**src/rtl/pmt_defines.svh**
```systemverilog
`ifndef PMT_DEFINES_SVH
`define PMT_DEFINES_SVH

// Command codes
`define PMT_CMD_CLEAR_FAULTS 8'h03
`define PMT_CMD_READ_POUT    8'h96
`define PMT_CMD_FINE_IOUT    8'hbb
`define PMT_CMD_SENSE_VOLT   8'hfa
`define PMT_CMD_VIN_MAX      8'hde
`define PMT_CMD_VIN_LOW      8'hfc
`define PMT_CMD_VOUT_PEAK    8'hdd
`define PMT_CMD_VOUT_MIN     8'hfb
`define PMT_CMD_IOUT_PEAK    8'hd7
`define PMT_CMD_IOUT_MIN     8'hd8
`define PMT_CMD_TEMP_PEAK    8'hdf
`define PMT_CMD_TEMP_MIN     8'hfd
`define PMT_CMD_LOG_STORE    8'hea
`define PMT_CMD_LOG_RESTORE  8'heb
`define PMT_CMD_LOG_CLEAR    8'hec
`define PMT_CMD_LOG_STATUS   8'hed
`define PMT_CMD_LOG_READ     8'hee

// Page that addresses every channel at once
`define PMT_PAGE_ALL 8'hff

// Peak and minimum load values
`define PMT_VIN_PEAK_INIT  16'h7c00
`define PMT_VIN_MIN_INIT   16'h7bff
`define PMT_VOUT_PEAK_INIT 16'hf800
`define PMT_VOUT_MIN_INIT  16'hffff
`define PMT_IOUT_PEAK_INIT 16'h7c00
`define PMT_IOUT_MIN_INIT  16'h7bff
`define PMT_TEMP_PEAK_INIT 16'h7c00
`define PMT_TEMP_MIN_INIT  16'h7bff

// Fault-log status byte
`define PMT_STAT_RAM_BIT 1
`define PMT_STAT_EEP_BIT 0

// Fine current limits, in 2.5 mA counts
`define PMT_FINE_MAX 16'h7fff
`define PMT_FINE_MIN 16'h8000

`define PMT_LOG_BYTES 255
`define PMT_CHANNELS  2

`endif

```
**src/rtl/pmt_pkg.sv**
```systemverilog
package pmt_pkg;

  typedef enum logic [4:0] {
    PMT_MK_VIN  = 5'b00001,
    PMT_MK_VOUT = 5'b00010,
    PMT_MK_IOUT = 5'b00100,
    PMT_MK_TEMP = 5'b01000,
    PMT_MK_POUT = 5'b10000
  } pmt_meas_e;

  typedef struct packed {
    logic [15:0] peak;
    logic [15:0] low;
  } pmt_trk_s;

  typedef struct packed {
    logic [1:0][15:0] pout;
    logic [1:0][15:0] fine;
    logic [1:0][15:0] sense;
    logic [1:0]       on_prev;
    logic             stat_ram;
    logic             stat_eep;
    logic [7:0]       log_idx;
    logic             rsp_valid;
    logic [15:0]      rsp_data;
    logic             rsp_err;
    logic             store_req;
    logic             restore_req;
    logic             clear_req;
  } pmt_main_s;

endpackage

```
**src/rtl/pmt_extreme_track.sv**
```systemverilog
`timescale 1ns/1ns
`include "pmt_defines.svh"

module pmt_extreme_track #(
  parameter bit          IS_L16    = 1'b0,
  parameter logic [15:0] PEAK_INIT = `PMT_IOUT_PEAK_INIT,
  parameter logic [15:0] MIN_INIT  = `PMT_IOUT_MIN_INIT
) (
  input  wire logic        sys_clk,      // System clock
  input  wire logic        rst_b,        // Sync reset, active low
  input  wire logic        clear,        // Reload both extremes
  input  wire logic        sample_valid, // New conversion
  input  wire logic [15:0] sample,       // Converted value
  output logic      [15:0] peak_reg,     // Largest since clear
  output logic      [15:0] min_reg       // Smallest since clear
);

  pmt_pkg::pmt_trk_s st_reg;
  pmt_pkg::pmt_trk_s st_next;

  // Linear-11 words are ordered by value, not by raw bits
  function automatic logic signed [47:0] key(input logic [15:0] v);
    logic signed [47:0] m;
    int                 sh;
    m  = 48'(signed'(v[10:0]));
    sh = int'(signed'(v[15:11])) + 16;
    if (IS_L16) begin
      key = 48'(v);
    end else begin
      key = m <<< sh;
    end
  endfunction

  // The output-voltage peak load value stands for 0.0, below any reading,
  // so the first sample after a clear always replaces it. A real reading
  // equal to that value is then also treated as empty.
  function automatic logic signed [47:0] pk_key(input logic [15:0] v);
    if (IS_L16 && v == PEAK_INIT) begin
      pk_key = -48'sd1;
    end else begin
      pk_key = key(v);
    end
  endfunction

  always_comb begin
    st_next = st_reg;
    if (clear) begin
      st_next.peak = PEAK_INIT;
      st_next.low  = MIN_INIT;
    end else if (sample_valid) begin
      if (key(sample) > pk_key(st_reg.peak)) begin
        st_next.peak = sample;
      end
      if (key(sample) < key(st_reg.low)) begin
        st_next.low = sample;
      end
    end
  end

  always_ff @(posedge sys_clk) begin
    if (!rst_b) begin
      st_reg.peak <= PEAK_INIT;
      st_reg.low  <= MIN_INIT;
    end else begin
      st_reg <= st_next;
    end
  end

  assign peak_reg = st_reg.peak;
  assign min_reg  = st_reg.low;
endmodule

```
**src/rtl/pmt_telemetry.sv**
```systemverilog
`timescale 1ns/1ns
`include "pmt_defines.svh"

// Summary of operation
// - Fine current is signed 16-bit, one count per 2.5 mA.
// - Fine current clamps at +/-81.92 A; beyond, use the normal read.
// - Sense voltage is raw magnitude from the last current conversion.
// - Sense count is unsigned; LSB depends on the current-monitor select.
// - Power read returns latest measured output power of the page.
// - Input-voltage peak loads 0x7C00 on reset, any clear, any turn-on.
// - Output-voltage peak loads 0xF800 on reset, page clear, turn-on.
// - Output-current peak loads 0x7C00 on reset, page clear, turn-on.
// - Temperature peak loads 0x7C00 on reset, page clear, turn-on.
// - Input-voltage minimum loads 0x7BFF on reset, any clear or turn-on.
// - Output-voltage minimum loads 0xFFFF on reset, page clear, turn-on.
// - Output-current minimum loads 0x7BFF on reset, page clear, turn-on.
// - Temperature minimum loads 0x7BFF on reset, page clear, turn-on.
// - Code 0xEA send-byte requests copy of log RAM to nonvolatile.
// - Code 0xEB send-byte requests restore of stored log into RAM.
// - Code 0xEC send-byte erases nonvolatile log and releases locks.
// - Code 0xEE returns log bytes in order; status byte at 0xED.
// - Status bit1 RAM locked, bit0 nonvolatile copy inhibited, rest zero.
// - Bit0 sets after a completed copy; only log clear resets it.

module pmt_telemetry #(
  parameter int LOG_BYTES = `PMT_LOG_BYTES
) (
  input  wire logic               sys_clk,          // 20 MHz clock
  input  wire logic               rst_b,            // Sync reset, low
  input  wire logic               cmd_valid,        // Command pulse
  input  wire logic        [7:0]  cmd_code,         // Command code
  input  wire logic        [7:0]  cmd_page,         // Current page
  input  wire logic               cmd_read,         // 1 read, 0 send
  input  wire logic               meas_valid,       // Conversion pulse
  input  wire logic        [4:0]  meas_kind,        // One-hot kind
  input  wire logic               meas_chan,        // Channel of value
  input  wire logic        [15:0] meas_value,       // Formatted value
  input  wire logic signed [19:0] meas_iout_fine,   // 2.5 mA counts
  input  wire logic signed [16:0] meas_sense,       // Raw sense count
  input  wire logic        [1:0]  chan_on,          // Channel enabled
  input  wire logic               log_eep_done,     // Copy completed
  input  wire logic               log_restore_done, // Restore done
  input  wire logic        [7:0]  log_byte,         // Byte at index
  output logic                    rsp_valid,        // Answer pulse
  output logic             [15:0] rsp_data,         // Answer data
  output logic                    rsp_err,          // Unknown command, or bad page on power/fine/sense read
  output logic                    log_store_req,    // Store pulse
  output logic                    log_restore_req,  // Restore pulse
  output logic                    log_clear_req,    // Erase pulse
  output logic             [7:0]  log_byte_idx      // Log read index
);

  if (LOG_BYTES < 2 || LOG_BYTES > 256) begin : g_chk
    $error("LOG_BYTES must lie in 2..256");
  end

  localparam logic [7:0] LAST_IDX = 8'(LOG_BYTES - 1);

  pmt_pkg::pmt_main_s st_reg;
  pmt_pkg::pmt_main_s st_next;

  logic             [1:0] on_rise;
  logic                   clr_cmd;
  logic                   send_cmd;
  logic             [1:0] clr_ch;
  logic                   clr_in;
  logic                   paged_ok;
  logic                   ch;
  pmt_pkg::pmt_meas_e     kind;
  logic                   smp_vin;
  logic             [1:0] smp_vout;
  logic             [1:0] smp_iout;
  logic             [1:0] smp_temp;
  logic            [15:0] vin_pk;
  logic            [15:0] vin_lo;
  logic       [1:0][15:0] vout_pk;
  logic       [1:0][15:0] vout_lo;
  logic       [1:0][15:0] iout_pk;
  logic       [1:0][15:0] iout_lo;
  logic       [1:0][15:0] temp_pk;
  logic       [1:0][15:0] temp_lo;

  function automatic logic [15:0] sat_fine(input logic signed [19:0] v);
    if (v > 20'sd32767) begin
      sat_fine = `PMT_FINE_MAX;
    end else if (v < -20'sd32768) begin
      sat_fine = `PMT_FINE_MIN;
    end else begin
      sat_fine = v[15:0];
    end
  endfunction

  // magnitude only; -65536 would not fit, so it saturates
  function automatic logic [15:0] abs_sense(input logic signed [16:0] v);
    logic [16:0] m;
    m = v[16] ? 17'(-v) : 17'(v);
    abs_sense = m[16] ? 16'hffff : m[15:0];
  endfunction

  assign send_cmd = cmd_valid && !cmd_read;
  assign kind     = pmt_pkg::pmt_meas_e'(meas_kind);
  assign on_rise  = chan_on & ~st_reg.on_prev;
  assign clr_cmd  = send_cmd && cmd_code == `PMT_CMD_CLEAR_FAULTS;
  assign paged_ok = cmd_page[7:1] == 7'h00;
  assign ch       = cmd_page[0];
  // input extremes clear on any page or any turn-on
  assign clr_in   = clr_cmd || (|on_rise);
  assign smp_vin  = meas_valid && kind == pmt_pkg::PMT_MK_VIN;

  pmt_extreme_track #(
    .IS_L16    (1'b0),
    .PEAK_INIT (`PMT_VIN_PEAK_INIT),
    .MIN_INIT  (`PMT_VIN_MIN_INIT)
  ) u_vin (
    .sys_clk      (sys_clk),
    .rst_b        (rst_b),
    .clear        (clr_in),
    .sample_valid (smp_vin),
    .sample       (meas_value),
    .peak_reg     (vin_pk),
    .min_reg      (vin_lo)
  );

  for (genvar c = 0; c < `PMT_CHANNELS; c++) begin : g_ch
    // page clear, all-page clear or own turn-on
    assign clr_ch[c] = (clr_cmd && (cmd_page == 8'(c) ||
                       cmd_page == `PMT_PAGE_ALL)) || on_rise[c];
    assign smp_vout[c] = meas_valid && meas_chan == 1'(c) &&
                         kind == pmt_pkg::PMT_MK_VOUT;
    assign smp_iout[c] = meas_valid && meas_chan == 1'(c) &&
                         kind == pmt_pkg::PMT_MK_IOUT;
    assign smp_temp[c] = meas_valid && meas_chan == 1'(c) &&
                         kind == pmt_pkg::PMT_MK_TEMP;

    pmt_extreme_track #(
      .IS_L16    (1'b1),
      .PEAK_INIT (`PMT_VOUT_PEAK_INIT),
      .MIN_INIT  (`PMT_VOUT_MIN_INIT)
    ) u_vout (
      .sys_clk      (sys_clk),
      .rst_b        (rst_b),
      .clear        (clr_ch[c]),
      .sample_valid (smp_vout[c]),
      .sample       (meas_value),
      .peak_reg     (vout_pk[c]),
      .min_reg      (vout_lo[c])
    );

    pmt_extreme_track #(
      .IS_L16    (1'b0),
      .PEAK_INIT (`PMT_IOUT_PEAK_INIT),
      .MIN_INIT  (`PMT_IOUT_MIN_INIT)
    ) u_iout (
      .sys_clk      (sys_clk),
      .rst_b        (rst_b),
      .clear        (clr_ch[c]),
      .sample_valid (smp_iout[c]),
      .sample       (meas_value),
      .peak_reg     (iout_pk[c]),
      .min_reg      (iout_lo[c])
    );

    pmt_extreme_track #(
      .IS_L16    (1'b0),
      .PEAK_INIT (`PMT_TEMP_PEAK_INIT),
      .MIN_INIT  (`PMT_TEMP_MIN_INIT)
    ) u_temp (
      .sys_clk      (sys_clk),
      .rst_b        (rst_b),
      .clear        (clr_ch[c]),
      .sample_valid (smp_temp[c]),
      .sample       (meas_value),
      .peak_reg     (temp_pk[c]),
      .min_reg      (temp_lo[c])
    );
  end

  always_comb begin
    st_next             = st_reg;
    st_next.rsp_valid   = 1'b0;
    st_next.rsp_err     = 1'b0;
    st_next.store_req   = 1'b0;
    st_next.restore_req = 1'b0;
    st_next.clear_req   = 1'b0;
    st_next.on_prev     = chan_on;

    if (meas_valid) begin
      case (kind)
        pmt_pkg::PMT_MK_POUT: begin
          st_next.pout[meas_chan] = meas_value;
        end
        pmt_pkg::PMT_MK_IOUT: begin
          // 2.5 mA per count, saturating outside the 16-bit range
          st_next.fine[meas_chan]  = sat_fine(meas_iout_fine);
          // count kept raw; select bit only sets the LSB weight
          st_next.sense[meas_chan] = abs_sense(meas_sense);
        end
        default: ;
      endcase
    end

    if (cmd_valid) begin
      st_next.rsp_valid = 1'b1;
      st_next.rsp_data  = 16'h0000;
      // A block read is a run of back-to-back log reads
      if (!(cmd_read && cmd_code == `PMT_CMD_LOG_READ)) begin
        st_next.log_idx = 8'h00;
      end
      if (cmd_read) begin
        case (cmd_code)
          // latest output power of the page
          `PMT_CMD_READ_POUT:  st_next.rsp_data = st_reg.pout[ch];
          `PMT_CMD_FINE_IOUT:  st_next.rsp_data = st_reg.fine[ch];
          `PMT_CMD_SENSE_VOLT: st_next.rsp_data = st_reg.sense[ch];
          `PMT_CMD_VIN_MAX:    st_next.rsp_data = vin_pk;
          `PMT_CMD_VIN_LOW:    st_next.rsp_data = vin_lo;
          `PMT_CMD_VOUT_PEAK:  st_next.rsp_data = vout_pk[ch];
          `PMT_CMD_VOUT_MIN:   st_next.rsp_data = vout_lo[ch];
          `PMT_CMD_IOUT_PEAK:  st_next.rsp_data = iout_pk[ch];
          `PMT_CMD_IOUT_MIN:   st_next.rsp_data = iout_lo[ch];
          `PMT_CMD_TEMP_PEAK:  st_next.rsp_data = temp_pk[ch];
          `PMT_CMD_TEMP_MIN:   st_next.rsp_data = temp_lo[ch];
          `PMT_CMD_LOG_STATUS: begin
            st_next.rsp_data[`PMT_STAT_RAM_BIT] = st_reg.stat_ram;
            st_next.rsp_data[`PMT_STAT_EEP_BIT] = st_reg.stat_eep;
          end
          `PMT_CMD_LOG_READ: begin
            st_next.rsp_data = {8'h00, log_byte};
            if (st_reg.log_idx == LAST_IDX) begin
              st_next.log_idx  = 8'h00;
              st_next.stat_ram = 1'b0;
            end else begin
              st_next.log_idx = st_reg.log_idx + 8'h01;
            end
          end
          default: st_next.rsp_err = 1'b1;
        endcase
        if (!paged_ok && (cmd_code == `PMT_CMD_READ_POUT ||
            cmd_code == `PMT_CMD_FINE_IOUT ||
            cmd_code == `PMT_CMD_SENSE_VOLT)) begin
          st_next.rsp_err = 1'b1;
        end
      end else begin
        case (cmd_code)
          `PMT_CMD_CLEAR_FAULTS: begin
          end
          `PMT_CMD_LOG_STORE:   st_next.store_req = 1'b1;
          `PMT_CMD_LOG_RESTORE: st_next.restore_req = 1'b1;
          `PMT_CMD_LOG_CLEAR: begin
            st_next.clear_req = 1'b1;
            st_next.stat_eep  = 1'b0;
            st_next.stat_ram  = 1'b0;
          end
          default: st_next.rsp_err = 1'b1;
        endcase
      end
    end

    // completed copy sets inhibit, winning over a clear
    if (log_eep_done) begin
      st_next.stat_eep = 1'b1;
    end
    // restored RAM stays locked until fully read or log clear
    if (log_restore_done) begin
      st_next.stat_ram = 1'b1;
    end
  end

  always_ff @(posedge sys_clk) begin
    if (!rst_b) begin
      st_reg.pout        <= '0;
      st_reg.fine        <= '0;
      st_reg.sense       <= '0;
      st_reg.on_prev     <= 2'h3;
      st_reg.stat_ram    <= 1'b0;
      st_reg.stat_eep    <= 1'b0;
      st_reg.log_idx     <= 8'h00;
      st_reg.rsp_valid   <= 1'b0;
      st_reg.rsp_data    <= 16'h0000;
      st_reg.rsp_err     <= 1'b0;
      st_reg.store_req   <= 1'b0;
      st_reg.restore_req <= 1'b0;
      st_reg.clear_req   <= 1'b0;
    end else begin
      st_reg <= st_next;
    end
  end

  assign rsp_valid       = st_reg.rsp_valid;
  assign rsp_data        = st_reg.rsp_data;
  assign rsp_err         = st_reg.rsp_err;
  assign log_store_req   = st_reg.store_req;
  assign log_restore_req = st_reg.restore_req;
  assign log_clear_req   = st_reg.clear_req;
  assign log_byte_idx    = st_reg.log_idx;
endmodule

```
**config.mk**
```make
export PLATFORM = sky130hd
export DESIGN_NAME = pmt_telemetry
export DESIGN_NICKNAME = d
export VERILOG_FILES = /design/src/rtl/pmt_pkg.sv /design/src/rtl/pmt_extreme_track.sv /design/src/rtl/pmt_telemetry.sv
export VERILOG_INCLUDE_DIRS = /design/src /design/src/rtl
export SDC_FILE = /design/constraint.sdc
export NUM_CORES = 2
export LEC_CHECK = 0
export BUFFER_PORTS_ARGS = -buffer_cell sky130_fd_sc_hd__buf_2
export CAP_MARGIN = 40
export CORE_UTILIZATION = 50
export DETAILED_ROUTE_END_ITERATION = 12
export PLACE_DENSITY = 0.66
export SLEW_MARGIN = 20
export SYNTH_ARGS = -nofsm -noshare
export SYNTH_HDL_FRONTEND = slang
export SYNTH_SLANG_ARGS = --single-unit
```
**constraint.sdc**
```tcl
create_clock -name sys_clk -period 6.7 [get_ports sys_clk]
set_input_delay 1.34 -clock sys_clk [delete_from_list [all_inputs] [get_ports sys_clk]]
set_output_delay 1.34 -clock sys_clk [all_outputs]
set_load 0.01 [all_outputs]
```
==> flow_summary_export.csv <==
group,metric,value,unit
status,status,"finished clean",
clock_network,cts_setup_buffers,0,
synth,yosysTopAreaCellShare,19.3,%
setup_path,start_kind,"input pin",
die,initial_utilization,50.9,%
hold_path,hp-start,"rsp_data[4]$_SDFFE_PN0P_",
setup_path,crit_family,"simple AND/OR/NAND/NOR gates",
power,leakage,17.6,nW
global_route,grt_pass1_wl,228,mm
synth,synth-main-ff-cell,"dfxtp_1",
sta,slew_viol_final,0,
routing,wl_met3,18.6,mm
routing,wl_met1,62.7,mm
synth,synth_nets,5473,
synth,synth_fa_ha_area_share,16.4,%
placement,dp.cells,5763,
setup_path,crit_path_top_delay_cell,"nor4_1",
hold_path,hold_path_end,"rsp_data[4]$_SDFFE_PN0P_",
synth,async_flop_share,0,%
sta,timing.final.hold_violations,0,
clock_network,hold_buffers,0,
synth,syn-cell-area,36600,sq um
routing,wl_per_cell,26.8,um
finish,ff_latch_area,7070,sq um
setup_path,reg2reg_setup_slack,1700,ps
sta,hold_ws,469,ps
sta,setup_viol,0,
clock_network,path_clk_slew,70,ps
clock_network,numCtsBuffers,36,
routing,num_vias,39037,
synth,synth_top_family_by_area,"compound AO/OA/AOI/OAI gates",
power,ir_drop,0.184,mV
sta,fmax,0.176,GHz
clock_network,cts_resized,0,
die,rows,98,
sta,min_period,5690,ps
sta,setup_tns,0,ps
sta,max_slew_margin,37.8,%
die,die_h,273,um
global_route,gr-total-overflow,0,
synth,synth_most_common_cell,"nor2_1",
finish,fin_nets,5431,
sta,period_share,84.9,%
routing,ant_nets,0,
setup_path,crit_arrival,6200,ps
finish,num-fill-cells,6811,
routing,drt-pass1-iter-count,13,
setup_path,rr_startpoint,"g_ch[0].u_iout.min_reg[13]$_SDFFE_PP1P_",
synth,yosysSeqAreaShare,19.3,%
synth,ys_warn_count,0,
setup_path,path_buf_inv,2,
sta,tightest_slew,923,ps
clock_network,cts_buffer_depth,3,
die,die_x,273,um
global_route,grt_max_degree,73,
clock_network,htree_levels,2,
hold_path,hold_depth,2,
routing,drt-initial-drc-count,5735,
power,power_density,138,nW/um^2
setup_path,crit_required,7210,ps
synth,syn-instance-count,4901,
finish,largest_register_ffs,100,
synth,synth.distinct_cells,87,
clock_network,cts_root_buf,"clkbuf_16",
die,io_pins,121,
setup_path,cp.depth,16,
synth,synth_commonest_cells,"nor2_1, nand2_1, ha_1",
finish,multi_input_area,27800,sq um
setup_path,timing_worst_setup_path_type,"in2reg",
synth,synthSimpleGateAreaFrac,20.8,%
flow_run,max-cap-violations,0,
setup_path,r2r-end,"g_ch[0].u_iout.min_reg[12]$_SDFFE_PP1P_",
placement,globalplace.congestion,1.05,
sta,rsz0062_at_grt,"no",
setup_path,worstPathCellList,"buf_2, mux2_2, o21ai_0, nor2_1, a21oi_1, a21o_1, o22ai_2, buf_4, ha_1, nand4_1, nor4_1, nand4_1, and4b_1, o21a_1, nor2_1, mux2i_1",
finish,layoutNonFillerInstCount,5837,
finish,areaGrowthSynthToFinish,8.35,%
global_route,grt_pass1_vias,35019,
placement,hpwl,120,mm
placement,numPortBuffers,120,
clock_network,cts_tree,"yes",
clock_network,worst_skew_pair.late_latency,580,ps
synth,synth_compound_area_share,24.5,%
routing,wl_met2,61.9,mm
setup_path,max_stage_delay,570,ps
sta,skew,43.3,ps
synth,yosys-top-cells-area,"dfxtp_1, ha_1, mux2i_1",
die,die_area,74400,sq um
synth,synth-xor-area-share,0.406,%
global_route,grt_usage,40.6,%
routing,drt_wl_total,157,mm
routing,routed.top_layer,"met5",
synth,yosys.area.top_type,"dfxtp_1",
synth,synthMuxAreaShare,13.4,%
setup_path,crit_fanout,21,
die,core-area,72000,sq um
setup_path,end_kind,"flip-flop",
routing,drc,0,
synth,synth_edf_count,0,
finish,drive_gt1_share,9.99,%
power,p_total,0.00549,W
hold_path,min_path_type,"reg2reg",
synth,synth-seq-cells,353,
setup_path,r2r_cells,15,
clock_network,cts.sinks,353,
synth,syn_area_per_cell,7.48,sq um
global_route,antenna_found_initial,5,
routing,vias_per_cell,6.69,
tightest hold or removal path, cell delays in order, from the launching register on:
cell and delay (ps):
dfxtp_1 310, nand2_1 60, a21oi_1 50
through the flow:
step	area, sq um	utilization, %	worst slack, ps
after floorplan	36600	-	1300
after global placement	38200	53.1	613
after detailed placement	38400	53.4	556
after CTS	39600	55.0	1130
after global routing	39700	55.2	755
final	39700	55.2	1010
routing by layer:
layer | vias to the layer above | global-route usage (%)
met4 | 4 | 27.5
met1 | 18005 | 54.0
li1 | 17982 | -
met3 | 552 | 8.10
met5 | - | 0
met2 | 2494 | 59.1
layout make-up:
| type | count | share of cell area, % |
|---|---|---|
| inverters | 108 | 1.02 |
| diodes | 3 | 0.0189 |
| well taps | 950 | 2.99 |
| flip-flops and latches | 353 | 17.8 |
| clock inverters | 14 | 0.366 |
| clock buffers | 49 | 2.54 |
| repair buffers | 289 | 5.13 |
| multi-input cells | 4071 | 70.1 |
cell usage in the layout, fill, tap and decap left out, types with 36 or more instances in the layout:
master     netlist  layout
nand2_1        536     536
nor2_1         543     536
ha_1           480     480
a21oi_1        430     424
mux2i_1        423     422
dfxtp_1        353     353
o21ai_0        325     313
buf_4           25     147
nand3_1        124     123
buf_2            8     121
nor3_1         122     120
a21o_1         116     116
a22oi_1        115     115
nand4_1        111     111
inv_1           93      93
o211ai_1        76      76
a211oi_1        63      63
mux2_2          58      58
nand2b_1        46      45
and2_1          36      36
nor2b_1         38      36
clkbuf_16        0      36
cells by family (layout without fill, tap and decap cells):
kind of cell / after synthesis / after routing
flip-flops: 353 / 353
multiplexers: 482 / 482
AO/OA/AOI/OAI: 1415 / 1415
buffers and inverters: 477 / 460
other: 0 / 3
XOR/XNOR: 17 / 17
adder cells (fa/ha/maj): 481 / 481
AND/OR/NAND/NOR: 1676 / 1676
power breakdown:
| group | switching (W) | internal (W) |
|---|---|---|
| sequential | 0.0000135 | 0.00211 |
| clock | 0.000931 | 0.00114 |
| combinational | 0.000853 | 0.000448 |
| total | 0.00180 | 0.00370 |
how the worst max path moves through the flow:
stage | end | startpoint | slack, ps
6_report | u_vin.peak_reg[15]$_SDFFE_PP0P_ | meas_value[12] | 1010
5_1_grt | u_vin.peak_reg[15]$_SDFFE_PP0P_ | meas_value[12] | 760
4_1_cts | u_vin.peak_reg[15]$_SDFFE_PP0P_ | meas_value[12] | 1130
3_5_place_dp | u_vin.peak_reg[15]$_SDFFE_PP0P_ | meas_value[12] | 560
3_3_place_gp | g_ch[0].u_iout.min_reg[11]$_SDFFE_PP1P_ | meas_value[12] | 610
2_1_floorplan | u_vin.min_reg[15]$_SDFFE_PP0P_ | meas_value[12] | 1300
No activity file was read; power rests on OpenSTA's default activity.
